--- src/logic/lsm_pkg.sv ---
// Constants, register map and reset values of the genset load step manager
package lsm_pkg;

  // Clock and time base
  localparam int CLK_FREQ_HZ  = 100_000_000;
  localparam int TICK_TIME_US = 1000;
  localparam int TICK_CYCLES  = CLK_FREQ_HZ / 1_000_000 * TICK_TIME_US;
  localparam int PULSE_TIME_MS = 250;
  localparam int PULSE_TICKS  = PULSE_TIME_MS * 1000 / TICK_TIME_US;

  // Structure
  localparam int NUM_STEPS = 5;
  localparam int NUM_GPO   = 8;
  localparam int ROUTE_W   = 3;

  // Configuration word indices (byte address = 4 * index)
  localparam logic [3:0] IDX_SHED_LOW      = 4'h0;
  localparam logic [3:0] IDX_SHED_HIGH     = 4'h1;
  localparam logic [3:0] IDX_STEP_ADD_LVL  = 4'h2;
  localparam logic [3:0] IDX_STEP_REM_LVL  = 4'h3;
  localparam logic [3:0] IDX_SAME_GAP      = 4'h4;
  localparam logic [3:0] IDX_CROSS_GAP     = 4'h5;
  localparam logic [3:0] IDX_CONNECT_START = 4'h6;
  localparam logic [3:0] IDX_REMOVE_START  = 4'h7;
  localparam logic [3:0] IDX_CONNECT_WAIT  = 4'h8;
  localparam logic [3:0] IDX_REMOVE_WAIT   = 4'h9;
  localparam int         NUM_CFG           = 10;

  // Byte offsets of the other registers
  localparam logic [7:0] OFS_OUT_ROUTE = 8'h28;
  localparam logic [7:0] OFS_STATUS    = 8'h2C;
  localparam logic [7:0] OFS_POWER     = 8'h30;

  // Status field positions
  localparam int ST_SHED  = 0;
  localparam int ST_RAISE = 1;
  localparam int ST_LOWER = 2;
  localparam int ST_COUNT = 4;

  // Reset values
  localparam logic [15:0] CFG_RESET [0:NUM_CFG-1] = '{
    16'h0064, 16'h00C8, 16'h0064, 16'h00C8, 16'h03E8,
    16'h03E8, 16'h03E8, 16'h03E8, 16'h03E8, 16'h03E8};
  localparam logic [23:0] ROUTE_RESET = 24'h000000;

  // Route codes of a general output
  localparam logic [2:0] RT_OFF   = 3'h0;
  localparam logic [2:0] RT_SHED  = 3'h1;
  localparam logic [2:0] RT_DUMMY = 3'h2;
  localparam logic [2:0] RT_RAISE = 3'h3;
  localparam logic [2:0] RT_LOWER = 3'h4;

  typedef enum logic [1:0] {
    BUS_IDLE = 2'b01,
    BUS_DONE = 2'b10
  } lsm_bus_t;

endpackage

--- src/logic/lsm_top.sv ---
// Load shedding, raise/lower requests and five-step load manager with Avalon-MM slave
//
// The Avalon-MM register port and the register offsets are this design's own decisions.
`timescale 1ns/10ps
module lsm_top import lsm_pkg::*; #(
  parameter int TICK_LEN = TICK_CYCLES
) (
  input  wire logic        CLK_SYS_IN,
  input  wire logic        RESET_N_IN,
  input  wire logic [15:0] POWER_IN,
  input  wire logic [7:0]  AVS_ADDRESS_IN,
  input  wire logic        AVS_READ_IN,
  input  wire logic        AVS_WRITE_IN,
  input  wire logic [31:0] AVS_WRITEDATA_IN,
  input  wire logic [3:0]  AVS_BYTEENABLE_IN,
  output logic      [31:0] AVS_READDATA_OUT,
  output logic             AVS_WAITREQUEST_OUT,
  output logic             SHED_OUT,
  output logic             DUMMY_LOAD_OUT,
  output logic             RAISE_REQ_OUT,
  output logic             LOWER_REQ_OUT,
  output logic      [4:0]  STEP_ADD_OUT,
  output logic      [4:0]  STEP_REMOVE_OUT,
  output logic      [7:0]  GPO_OUT
);

  // Byte-lane merge of a write into a stored word
  function automatic logic [31:0] be_merge(input logic [31:0] old_v,
                                           input logic [31:0] new_v,
                                           input logic [3:0]  be);
    logic [31:0] res;
    res = old_v;
    for (int b = 0; b < 4; b++) begin
      if (be[b]) begin
        res[b*8 +: 8] = new_v[b*8 +: 8];
      end
    end
    return res;
  endfunction

  // What a general output shows for a given route code
  function automatic logic route_val(input logic [2:0] code, input logic shed,
                                     input logic raise, input logic lower);
    logic v;
    case (code)
      RT_SHED:  v = shed;
      RT_DUMMY: v = ~shed;
      RT_RAISE: v = raise;
      RT_LOWER: v = lower;
      default:  v = 1'b0;
    endcase
    return v;
  endfunction

  lsm_bus_t    bus_state;
  lsm_bus_t    next_bus_state;
  logic [15:0] cfg      [0:NUM_CFG-1];
  logic [15:0] next_cfg [0:NUM_CFG-1];
  logic [23:0] route;
  logic [23:0] next_route;
  logic [31:0] rdata;
  logic [31:0] next_rdata;
  logic        req;
  logic        wr_take;
  logic [3:0]  idx;

  logic [16:0] pre;
  logic [16:0] next_pre;
  logic        tick;
  logic        shed;
  logic        next_shed;
  logic        raise;
  logic        next_raise;
  logic        lower;
  logic        next_lower;
  logic [15:0] since_raise;
  logic [15:0] next_since_raise;
  logic [15:0] since_lower;
  logic [15:0] next_since_lower;
  logic [2:0]  count;
  logic [2:0]  next_count;
  logic [15:0] add_timer;
  logic [15:0] next_add_timer;
  logic [15:0] rem_timer;
  logic [15:0] next_rem_timer;
  logic [15:0] since_add;
  logic [15:0] next_since_add;
  logic [15:0] since_rem;
  logic [15:0] next_since_rem;
  logic [4:0]  add_pulse;
  logic [4:0]  next_add_pulse;
  logic [4:0]  rem_pulse;
  logic [4:0]  next_rem_pulse;
  logic [8:0]  add_len;
  logic [8:0]  next_add_len;
  logic [8:0]  rem_len;
  logic [8:0]  next_rem_len;
  logic [7:0]  gpo;
  logic [7:0]  next_gpo;
  logic        fire_add;
  logic        fire_rem;

  // Bus handshake: one wait cycle, read data latched before waitrequest drops
  assign req                 = AVS_READ_IN | AVS_WRITE_IN;
  assign AVS_WAITREQUEST_OUT = req & (bus_state != BUS_DONE);
  assign wr_take             = AVS_WRITE_IN & (bus_state == BUS_DONE);
  assign idx                 = AVS_ADDRESS_IN[5:2];
  assign AVS_READDATA_OUT    = rdata;

  // Next bus state, register writes and read decode; unmapped reads give zero
  always_comb begin
    next_bus_state = bus_state;
    next_rdata     = rdata;
    next_route     = route;
    next_cfg       = cfg;
    case (bus_state)
      BUS_IDLE: begin
        if (req) begin
          next_bus_state = BUS_DONE;
          next_rdata     = 32'h00000000;
          if (AVS_ADDRESS_IN[7:6] == 2'h0 && AVS_ADDRESS_IN[1:0] == 2'h0 &&
              idx < NUM_CFG[3:0]) begin
            next_rdata = {16'h0000, cfg[idx]};
          end else if (AVS_ADDRESS_IN == OFS_OUT_ROUTE) begin
            next_rdata = {8'h00, route};
          end else if (AVS_ADDRESS_IN == OFS_STATUS) begin
            next_rdata[ST_SHED]              = shed;
            next_rdata[ST_RAISE]             = raise;
            next_rdata[ST_LOWER]             = lower;
            next_rdata[ST_COUNT +: 3]        = count;
          end else if (AVS_ADDRESS_IN == OFS_POWER) begin
            next_rdata = {16'h0000, POWER_IN};
          end
        end
      end
      BUS_DONE: begin
        next_bus_state = BUS_IDLE;
        if (wr_take) begin
          if (AVS_ADDRESS_IN[7:6] == 2'h0 && AVS_ADDRESS_IN[1:0] == 2'h0 &&
              idx < NUM_CFG[3:0]) begin
            next_cfg[idx] = 16'(be_merge({16'h0000, cfg[idx]}, AVS_WRITEDATA_IN,
                                         AVS_BYTEENABLE_IN));
          end else if (AVS_ADDRESS_IN == OFS_OUT_ROUTE) begin
            next_route = 24'(be_merge({8'h00, route}, AVS_WRITEDATA_IN,
                                      AVS_BYTEENABLE_IN));
          end
        end
      end
      default: next_bus_state = BUS_IDLE;
    endcase
  end

  // Bus and configuration registers
  always_ff @(posedge CLK_SYS_IN or negedge RESET_N_IN) begin
    if (!RESET_N_IN) begin
      bus_state <= BUS_IDLE;
      rdata     <= 32'h00000000;
      route     <= ROUTE_RESET;
      cfg       <= CFG_RESET;
    end else begin
      bus_state <= next_bus_state;
      rdata     <= next_rdata;
      route     <= next_route;
      cfg       <= next_cfg;
    end
  end

  // Millisecond time base shared by every delay
  assign tick = (pre == 17'(TICK_LEN - 1));

  // Start conditions of a step change; removal wins if levels overlap
  assign fire_rem = (POWER_IN > cfg[IDX_STEP_REM_LVL]) && (count != 3'h0) &&
                    (rem_timer >= cfg[IDX_REMOVE_START]) &&
                    (since_rem >= cfg[IDX_REMOVE_WAIT]);
  assign fire_add = !fire_rem && (POWER_IN < cfg[IDX_STEP_ADD_LVL]) &&
                    (count < 3'(NUM_STEPS)) &&
                    (add_timer >= cfg[IDX_CONNECT_START]) &&
                    (since_add >= cfg[IDX_CONNECT_WAIT]);

  // Next values of the control logic
  always_comb begin
    next_pre         = tick ? 17'h00000 : 17'(pre + 17'h00001);
    next_shed        = shed;
    next_raise       = raise;
    next_lower       = lower;
    next_since_raise = since_raise;
    next_since_lower = since_lower;
    next_count       = count;
    next_add_timer   = add_timer;
    next_rem_timer   = rem_timer;
    next_since_add   = since_add;
    next_since_rem   = since_rem;
    next_add_pulse   = add_pulse;
    next_rem_pulse   = rem_pulse;
    next_add_len     = add_len;
    next_rem_len     = rem_len;
    // Hysteresis comparator, free running
    if (POWER_IN > cfg[IDX_SHED_HIGH]) begin
      next_shed = 1'b1;
    end else if (POWER_IN < cfg[IDX_SHED_LOW]) begin
      next_shed = 1'b0;
    end
    // Raise request; re-checked every cycle so a late grant needs power still low
    if (raise) begin
      if (POWER_IN > cfg[IDX_SHED_LOW]) begin
        next_raise = 1'b0;
      end
    end else if (!lower && POWER_IN < cfg[IDX_SHED_LOW] &&
                 since_raise >= cfg[IDX_SAME_GAP] &&
                 since_lower >= cfg[IDX_CROSS_GAP]) begin
      next_raise = 1'b1;
    end
    // Lower request, mirror of the raise path
    if (lower) begin
      if (POWER_IN < cfg[IDX_SHED_HIGH]) begin
        next_lower = 1'b0;
      end
    end else if (!raise && POWER_IN > cfg[IDX_SHED_HIGH] &&
                 since_lower >= cfg[IDX_SAME_GAP] &&
                 since_raise >= cfg[IDX_CROSS_GAP]) begin
      next_lower = 1'b1;
    end
    // Gap counters saturate so a long idle never wraps into a block
    if (next_raise && !raise) begin
      next_since_raise = 16'h0000;
    end else if (tick && since_raise != 16'hFFFF) begin
      next_since_raise = 16'(since_raise + 16'h0001);
    end
    if (next_lower && !lower) begin
      next_since_lower = 16'h0000;
    end else if (tick && since_lower != 16'hFFFF) begin
      next_since_lower = 16'(since_lower + 16'h0001);
    end
    // Start timers restart when the level condition lapses
    if (!(POWER_IN < cfg[IDX_STEP_ADD_LVL]) || fire_add) begin
      next_add_timer = 16'h0000;
    end else if (tick && add_timer != 16'hFFFF) begin
      next_add_timer = 16'(add_timer + 16'h0001);
    end
    if (!(POWER_IN > cfg[IDX_STEP_REM_LVL]) || fire_rem) begin
      next_rem_timer = 16'h0000;
    end else if (tick && rem_timer != 16'hFFFF) begin
      next_rem_timer = 16'(rem_timer + 16'h0001);
    end
    if (tick && since_add != 16'hFFFF) begin
      next_since_add = 16'(since_add + 16'h0001);
    end
    if (tick && since_rem != 16'hFFFF) begin
      next_since_rem = 16'(since_rem + 16'h0001);
    end
    // Pulse length timers
    if (add_pulse != 5'h00 && tick) begin
      next_add_len = 9'(add_len + 9'h001);
      if (next_add_len >= 9'(PULSE_TICKS)) begin
        next_add_pulse = 5'h00;
      end
    end
    if (rem_pulse != 5'h00 && tick) begin
      next_rem_len = 9'(rem_len + 9'h001);
      if (next_rem_len >= 9'(PULSE_TICKS)) begin
        next_rem_pulse = 5'h00;
      end
    end
    // One step at a time: add the next step up, remove the top one
    if (fire_add) begin
      next_count     = 3'(count + 3'h1);
      next_since_add = 16'h0000;
      next_add_pulse = 5'(5'h01 << count);
      next_add_len   = 9'h000;
    end else if (fire_rem) begin
      next_count     = 3'(count - 3'h1);
      next_since_rem = 16'h0000;
      next_rem_pulse = 5'(5'h01 << (count - 3'h1));
      next_rem_len   = 9'h000;
    end
  end

  // Output routing per general output
  genvar g;
  generate
    for (g = 0; g < NUM_GPO; g++) begin : gen_gpo
      assign next_gpo[g] = route_val(route[g*ROUTE_W +: ROUTE_W], next_shed,
                                     next_raise, next_lower);
    end
  endgenerate

  // Control registers; gap counters start saturated so the first request is free
  always_ff @(posedge CLK_SYS_IN or negedge RESET_N_IN) begin
    if (!RESET_N_IN) begin
      pre         <= 17'h00000;
      shed        <= 1'b0;
      raise       <= 1'b0;
      lower       <= 1'b0;
      since_raise <= 16'hFFFF;
      since_lower <= 16'hFFFF;
      count       <= 3'h0;
      add_timer   <= 16'h0000;
      rem_timer   <= 16'h0000;
      since_add   <= 16'hFFFF;
      since_rem   <= 16'hFFFF;
      add_pulse   <= 5'h00;
      rem_pulse   <= 5'h00;
      add_len     <= 9'h000;
      rem_len     <= 9'h000;
      gpo         <= 8'h00;
    end else begin
      pre         <= next_pre;
      shed        <= next_shed;
      raise       <= next_raise;
      lower       <= next_lower;
      since_raise <= next_since_raise;
      since_lower <= next_since_lower;
      count       <= next_count;
      add_timer   <= next_add_timer;
      rem_timer   <= next_rem_timer;
      since_add   <= next_since_add;
      since_rem   <= next_since_rem;
      add_pulse   <= next_add_pulse;
      rem_pulse   <= next_rem_pulse;
      add_len     <= next_add_len;
      rem_len     <= next_rem_len;
      gpo         <= next_gpo;
    end
  end

  // Output drive
  assign SHED_OUT        = shed;
  assign DUMMY_LOAD_OUT  = ~shed;
  assign RAISE_REQ_OUT   = raise;
  assign LOWER_REQ_OUT   = lower;
  assign STEP_ADD_OUT    = add_pulse;
  assign STEP_REMOVE_OUT = rem_pulse;
  assign GPO_OUT         = gpo;

  // Checks on the control behaviour
  AST_SHED_SET: assert property (@(posedge CLK_SYS_IN) disable iff (!RESET_N_IN)
    POWER_IN > cfg[IDX_SHED_HIGH] |=> SHED_OUT) else $error("shed not set");
  AST_SHED_CLR: assert property (@(posedge CLK_SYS_IN) disable iff (!RESET_N_IN)
    POWER_IN < cfg[IDX_SHED_LOW] && cfg[IDX_SHED_LOW] <= cfg[IDX_SHED_HIGH] |=> !SHED_OUT)
    else $error("shed not cleared");
  AST_SHED_HOLD: assert property (@(posedge CLK_SYS_IN) disable iff (!RESET_N_IN)
    $changed(SHED_OUT) |-> $past(POWER_IN) > $past(cfg[IDX_SHED_HIGH]) ||
    $past(POWER_IN) < $past(cfg[IDX_SHED_LOW])) else $error("shed moved in band");
  AST_DUMMY: assert property (@(posedge CLK_SYS_IN) disable iff (!RESET_N_IN)
    DUMMY_LOAD_OUT != SHED_OUT) else $error("dummy not inverse");
  AST_RAISE_GAP: assert property (@(posedge CLK_SYS_IN) disable iff (!RESET_N_IN)
    $rose(RAISE_REQ_OUT) |-> $past(since_raise) >= $past(cfg[IDX_SAME_GAP]) &&
    $past(since_lower) >= $past(cfg[IDX_CROSS_GAP]) && $past(POWER_IN) <
    $past(cfg[IDX_SHED_LOW])) else $error("raise too early");
  AST_LOWER_GAP: assert property (@(posedge CLK_SYS_IN) disable iff (!RESET_N_IN)
    $rose(LOWER_REQ_OUT) |-> $past(since_raise) >= $past(cfg[IDX_CROSS_GAP]) &&
    $past(since_lower) >= $past(cfg[IDX_SAME_GAP])) else $error("lower too early");
  AST_RAISE_REL: assert property (@(posedge CLK_SYS_IN) disable iff (!RESET_N_IN)
    RAISE_REQ_OUT && POWER_IN > cfg[IDX_SHED_LOW] |=> !RAISE_REQ_OUT)
    else $error("raise not released");
  AST_ONE_STEP: assert property (@(posedge CLK_SYS_IN) disable iff (!RESET_N_IN)
    count != $past(count) |-> (count == 3'($past(count) + 3'h1) &&
    STEP_ADD_OUT == 5'(5'h01 << $past(count))) || (count == 3'($past(count) - 3'h1) &&
    STEP_REMOVE_OUT == 5'(5'h01 << count))) else $error("bad step change");
  AST_MAX_STEP: assert property (@(posedge CLK_SYS_IN) disable iff (!RESET_N_IN)
    count <= 3'(NUM_STEPS)) else $error("step count overflow");
  AST_PULSE_LEN: assert property (@(posedge CLK_SYS_IN) disable iff (!RESET_N_IN)
    $fell(|STEP_ADD_OUT) |-> $past(add_len) == 9'(PULSE_TICKS - 1))
    else $error("add pulse wrong length");
  AST_ADD_WAIT: assert property (@(posedge CLK_SYS_IN) disable iff (!RESET_N_IN)
    count > $past(count) |-> $past(since_add) >= $past(cfg[IDX_CONNECT_WAIT]) &&
    $past(add_timer) >= $past(cfg[IDX_CONNECT_START])) else $error("add too early");
  AST_REM_WAIT: assert property (@(posedge CLK_SYS_IN) disable iff (!RESET_N_IN)
    count < $past(count) |-> $past(since_rem) >= $past(cfg[IDX_REMOVE_WAIT]) &&
    $past(rem_timer) >= $past(cfg[IDX_REMOVE_START])) else $error("remove too early");
  AST_TIMER_RST: assert property (@(posedge CLK_SYS_IN) disable iff (!RESET_N_IN)
    !(POWER_IN < cfg[IDX_STEP_ADD_LVL]) |=> add_timer == 16'h0000)
    else $error("add timer kept");

endmodule

--- config.mk ---
export PLATFORM = sky130hd
export DESIGN_NAME = lsm_top
export DESIGN_NICKNAME = d
export VERILOG_FILES = /design/src/logic/lsm_pkg.sv /design/src/logic/lsm_top.sv
export SDC_FILE = /design/constraint.sdc
export NUM_CORES = 1
export LEC_CHECK = 0
export ABC_AREA = 1
export BUFFER_PORTS_ARGS = -buffer_cell sky130_fd_sc_hd__buf_4
export CAP_MARGIN = 15
export CORE_ASPECT_RATIO = 0.7
export CORE_MARGIN = 3
export CORE_UTILIZATION = 35
export DETAILED_ROUTE_END_ITERATION = 12
export GPL_TIMING_DRIVEN = 0
export SKIP_LAST_GASP = 1
export SLEW_MARGIN = 15
export SYNTH_ARGS = -nofsm -noshare
export SYNTH_HDL_FRONTEND = slang
export SYNTH_SLANG_ARGS = --single-unit
--- constraint.sdc ---
create_clock -name CLK_SYS_IN -period 3.4 [get_ports CLK_SYS_IN]
set_input_delay 0.34 -clock CLK_SYS_IN [delete_from_list [all_inputs] [get_ports CLK_SYS_IN]]
set_output_delay 0.34 -clock CLK_SYS_IN [all_outputs]
set_load 0.01 [all_outputs]
==> results of run 1 <==
## registers in the layout, summed over array words and instances, names as in the netlist, 17 cells and up
| name | count |
|---|---|
| AVS_READDATA_OUT | 24 |
| pre | 17 |
| route | 24 |
| cfg | 160 |
## cells in the final DEF, fill, tap and decap left out, types with 33 or more instances in the layout
cell type,instances
buf_4,110
buf_2,33
a21oi_1,131
ha_1,209
dfstp_2,113
inv_1,435
nor2_1,163
clkbuf_16,43
nand3_1,166
nor3_1,74
dfrtp_1,252
o21ai_0,318
clkbuf_1,52
xor2_1,52
nand2_1,677
## metal layers
layer / vias to the layer above / track usage (%) / wire length (um) / part of all wire (%)
li1: 10055 / - / - / -
met1: 9742 / 31.5 / 35400 / 48
met2: 628 / 29.3 / 28700 / 39
met3: 90 / 7.12 / 7630 / 10
met4: 0 / 4.36 / 1380 / 1.9
met5: - / 0 / 0 / 0
## path summary, 6_finish.rpt
check,cells past startpoint,end,from,slack [ns]
worst max-delay path,11,add_timer[0],cfg[9],0.29
worst max register to register,11,add_timer[0],cfg[9],0.29
worst min register to register,1,pre[0],pre[0],0.47
min in group asynchronous,2,GPO_OUT[7],RESET_N_IN,0.14
max in group asynchronous,5,cfg[41],RESET_N_IN,1.76
worst min-delay path,2,route[17],AVS_WRITEDATA_IN[17],0.02
## Yosys cell counts (33+ instances only)
master	n	area (um^2)
nor3_1	74	370
ha_1	209	2620
o21ai_0	318	1590
a21oi_1	131	656
dfstp_2	113	2970
buf_2	33	165
dfrtp_1	252	6310
nand3_1	166	831
xor2_1	52	455
nor2_1	163	612
nand2_1	677	2540
clkbuf_1	46	173
inv_1	435	1630
## cell type report
| cell class | instances | area [um^2] |
|---|---|---|
| flip-flops and latches | 365 | 9280 |
| plain buffers | 95 | 458 |
| diodes | 1 | 2.50 |
| well taps | 869 | 1090 |
| clock inverters | 14 | 136 |
| multi-input cells | 2056 | 11600 |
| fillers | 6645 | 37500 |
| repair buffers | 121 | 1070 |
| inverters | 437 | 1640 |
| clock buffers | 59 | 1240 |
## per-stage QoR
step	area (um^2)	utilization [%]	std cells
floorplan	22900	-	2953
global placement	24800	38.7	3921
detailed placement	25000	39.1	3935
CTS	26500	41.4	4016
global route	26500	41.4	4016
finish	26500	41.4	4017
## cells by family after synthesis
family / count (synthesis)
AND/OR/NAND/NOR: 1178
multiplexers: 9
flip-flops: 365
buffers and inverters: 532
other: 1
AO/OA/AOI/OAI: 589
adder cells (fa/ha/maj): 209
XOR/XNOR: 63
## worst max-delay path, delay by kind of cell, from the launching register on
| kind | cells | cell delay (ns) |
|---|---|---|
| AO/OA/AOI/OAI | 3 | 0.41 |
| adder cells (fa/ha/maj) | 1 | 0.33 |
| buffers and inverters | 2 | 0.40 |
| flip-flops | 1 | 0.53 |
| AND/OR/NAND/NOR | 5 | 1.29 |
## power by group through the flow
stage	clock network (uW)	registers (uW)	logic, uW
3_5_place_dp	0	4730	1630
4_1_cts	4700	4660	1650
3_3_place_gp	0	4730	1580
2_1_floorplan	0	4710	802
6_report	4620	4660	1650
5_1_grt	4880	4680	1830
## timing repair
| item | in CTS | in global routing |
|---|---|---|
| hold buffers | 8 | 0 |
| resized for setup | 0 | 1 |
| buffers inserted | 0 | 0 |
| setup endpoints to repair | 0 | 11 |
| hold endpoints to repair | 56 | 0 |
==> out/summary.txt, run 1 <==
post-synthesis sequential area ratio = 40.5%
Seq pwr share = 42.6%
Top Ports = 119
crit path capture type = flop
post-route DRC violation count = 0
Cells after Synth = 2946
syn_area_per_cell = 7.77 um^2
Detail Placement HPWL = 56400 um
Crit-path slowest cell = dfstp_2
Crit path largest cell delay = 0.53 ns
Layout Skew = 0.0203 ns
Hold Crit Class = in -> reg
fraction of layout cells with a size suffix above 1 = 12.4%
Worst-Skew Late Latency = 0.57 ns
clock-pin slew on the worst setup and hold paths = 0.06 ns
CP Class = reg -> reg
Synth Cell Area = 0.0229 mm^2
switch share = 29.5%
peak supply drop = 0.285 mV
Port-buffer cells = 99
Max Cap Viol = 0
GRT Total Usage = 21.1%
core area = 0.0640 mm^2
vias in the first global route = 19312
Synth Area in XOR/XNOR = 2.41%
max_slew headroom = 21.6%
vias per inst = 5.11
power share of the combinational group = 15.1%
CP Launch Type = flop
Clock power frac = 42.3%
drt pass-1 iters = 5
cell repeated most along the worst path = a21oi_1
Seq cells post-synth = 365
CTS tree = yes
clk root buf = clkbuf_16
outcome = finished, final reports clean
Initial Utilization = 35.8%
Slew Viols, Final = 0
Num CTS Buffers = 41
H-tree depth = 2
worst hold slack = 0.0192 ns
Power Total = 10900 uW
Critical Path Fanout Max = 10
number of synthesized flops with an enable pin = 0
area growth from synthesis to layout = 15.8%
Clock Sinks = 365
final setup violation count = 0
die area = 0.0686 mm^2
adder-cell share of the synthesized area = 11.4%
RSZ-0062 raised after global routing = no
setup TNS = 0 ns
Ys Warns = 0
GRT overflow = 0
Post-layout nets = 3390
crit share post-route = 91.6%
Simple-Gate Fraction of Synth Area = 22.0%
die width = 312 um
Rows = 77
worst setup margin = 0.287 ns
Worst Path Arrival = 3.55 ns
Synth Area in Compound Gates = 14.0%
Max Fclk = 321 MHz
CP cell instances = inv_1, ha_1, a21oi_1, o21ai_0, a21oi_1, nand3_1, nand4_4, nand4_2, nand2_1, buf_2, nor2_1
antenna violations before repair = 1
minimum clock period = 3.11 ns
DRT iter0 DRCs = 1906
largest family of logic cells by synthesized area = simple AND/OR/NAND/NOR gates
GP Congestion = 0.972
largest net degree at the start of global routing = 98
first-pass GRT wire length = 113000 um
post-synthesis cell type count = 57
Power per Cell Area = 412 mW/mm^2
Int Pwr = 7700 uW
wirelength, routed = 73100 um
Routed Antenna Nets = 0
Tightest Pin Transition = 1.17 ns
Routed WL per cell = 18.2 um
Post-Place Worst Slack = -0.135 ns
clk buf depth = 3
ys flop type = dfrtp_1
async set or reset register ratio after synthesis = 100%
mux cell area share after synthesis = 0.437%
Fin. Hold Viols = 0
Sw Pwr = 3220 uW
Critical Path RT = 3.83 ns
DR vias = 20515
Leakage = 0.0121 uW
chip height = 220 um
Note: power is estimated with default switching activity, not from simulation.
==> inputs of run 2 (changes only) <==
REMOVE_ABC_BUFFERS = 1   (was not set)
==> run 2 against run 1 <==
- global-route usage decreased by 0.98 points
- sequential share of layout area increased by 0.79 points
- sequential power about the same
- hold slack improved by 0.0062 ns
- setup slack got worse by 0.16 ns
- flip-flop and latch count unchanged
- clock-buffer cell count decreased by 3
- cell count decreased by 2.5%
- non-clock buffer count decreased by 97
- clock skew increased by 0.00069 ns
- critical endpoint is now cfg[154]
- highest routed layer unchanged
==> out/summary.txt, run 2 (same netlist as run 1, synthesis figures left out) <==
die width = 312 um
Hold Crit Class = in -> reg
CP Class = in -> reg
antenna violations before repair = 1
Clock power frac = 40.5%
Post-Place Worst Slack = -0.673 ns
GP Congestion = 0.926
GRT Total Usage = 20.1%
fraction of layout cells with a size suffix above 1 = 11.3%
peak supply drop = 0.268 mV
n_diodes = 0
reg2reg start = cfg[103]
max_slew headroom = 16.8%
fin cells = 3917
CP Launch Type = input port
power share of the combinational group = 15.3%
wirelength, routed = 69500 um
Leakage = 0.0118 uW
Power per Cell Area = 406 mW/mm^2
DR vias = 20009
clk root buf = clkbuf_16
WHS Endpoint = route[18]
core area = 0.0640 mm^2
die area = 0.0686 mm^2
RSZ-0062 raised after global routing = yes
clock-pin slew on the worst setup and hold paths = 0.06 ns
Sw Pwr = 3150 uW
GRT overflow = 0
Num CTS Buffers = 39
fill cell count = 6634
Routed WL per cell = 17.8 um
Critical Path RT = 3.78 ns
Layout Skew = 0.0210 ns
footprint of the multi-input gates = 0.0117 mm^2
Top Ports = 119
Biggest register = cfg
clk buf depth = 3
commonest non-fill, non-tap cell in the layout = nand2_1
chip height = 220 um
hold_sp = AVS_WRITEDATA_IN[18]
Max Cap Viol = 0
Detail Placement HPWL = 51300 um
post-route DRC violation count = 0
minimum clock period = 3.27 ns
Fin. Hold Viols = 0
worst setup margin = 0.129 ns
H-tree depth = 2
largest net degree at the start of global routing = 99
max reg flops = 160
drt pass-1 iters = 7
Worst Path Arrival = 3.65 ns
Critical Path Fanout Max = 32
register area = 0.00928 mm^2
vias per inst = 5.11
Rows = 77
Initial Utilization = 35.8%
Inst Count DP = 3837
outcome = finished, final reports clean
first-pass GRT wire length = 108000 um
Int Pwr = 7380 uW
Tightest Pin Transition = 1.24 ns
CTS tree = yes
crit path capture type = flop
Slew Viols, Final = 0
switch share = 29.9%
reg2reg path depth = 13
Post-layout nets = 3292
vias in the first global route = 18164
R2R setup slack = 0.13 ns
Port-buffer cells = 101
Worst-Skew Late Latency = 0.56 ns
Max Fclk = 306 MHz
Worst R2R End = rem_timer[5]
Worst Hold Depth = 2
crit share post-route = 96.2%
DRT iter0 DRCs = 2358
final setup violation count = 0
most frequent cells in the layout = nand2_1 (675), inv_1 (433), o21ai_0 (317), dfrtp_1 (252), ha_1 (209)
area growth from synthesis to layout = 13.2%
Seq pwr share = 44.2%
Clock Sinks = 365
Routed Antenna Nets = 0
[run 2: cell types whose count changed in the layout (fill, tap and decap cells not counted), sizes merged]
cell	before	now
inv	439	438
nand4	33	34
dlygate4sd3	8	7
diode	1	0
buf	162	112
clkbuf	105	56
clkinvlp	2	3
[run 2: per-layer routing]
layer	global-route usage [%]	share of wire, %	vias to the layer above
met4	4.01	1.7	0
met2	27.7	39	701
li1	-	-	9835
met1	31.6	50	9392
met5	0	0	-
met3	4.64	9.7	81
[run 2: per-stage QoR]
step                      hold WS (ns)  setup TNS, ns  util (%)  area [um^2]  total power (uW)
after floorplan                 0.0444              0         -        22500              5450
after global placement           0.456        -603.17      38.0        24300              6230
after detailed placement         0.187         -67.91      38.4        24500              6290
after CTS                     0.000382              0      40.4        25900             10600
after global routing           0.00735          -1.61      40.5        25900             11000
final                           0.0254              0      40.5        25900             10500
[run 2: cell type report]
class	count	share of cell area (%)
clock buffers	56	4.20
clock inverters	14	0.521
inverters	437	6.34
multi-input cells	2057	45.0
flip-flops and latches	365	35.8
well taps	869	4.19
repair buffers	119	3.99
[run 2: repair_timing]
action,4_1_cts,5_1_grt
endpoints found under the hold margin,128,0
buffers inserted,0,1
endpoints found under the setup margin,40,60
gates resized for setup,3,4
pin swaps,1,1
hold buffers,7,0
gates cloned,1,0
[run 2: power groups by stage]
stage          registers (uW)  logic [uW]  clock network [uW]
5_1_grt                  4670        1780                4570
4_1_cts                  4660        1600                4380
6_report                 4660        1610                4260
3_3_place_gp             4730        1510                   0
2_1_floorplan            4710         742                   0
3_5_place_dp             4730        1560                   0
[run 2: how the worst max path moves through the flow]
| stage | startpoint | to | slack [ns] | depth (start not counted) |
|---|---|---|---|---|
| final | AVS_ADDRESS_IN[2] | cfg[154] | 0.13 | 8 |
| after global routing | cfg[103] | rem_timer[12] | -0.16 | 12 |
| after CTS | cfg[103] | add_timer[11] | 0.004 | 12 |
| after detailed placement | cfg[35] | add_timer[10] | -0.67 | 14 |
| after global placement | RESET_N_IN | add_timer[10] | -1.78 | 1 |
| after floorplan | cfg[39] | add_timer[10] | 0.61 | 11 |
[run 2: critical path, stage by stage]
cell and delay (ns):
buf_4 0.15, nor2_1 0.13, inv_1 0.85, o22ai_1 0.13, o21ai_0 0.49, o2111ai_1 0.48
o21ai_2 0.86, o21ai_0 0.19
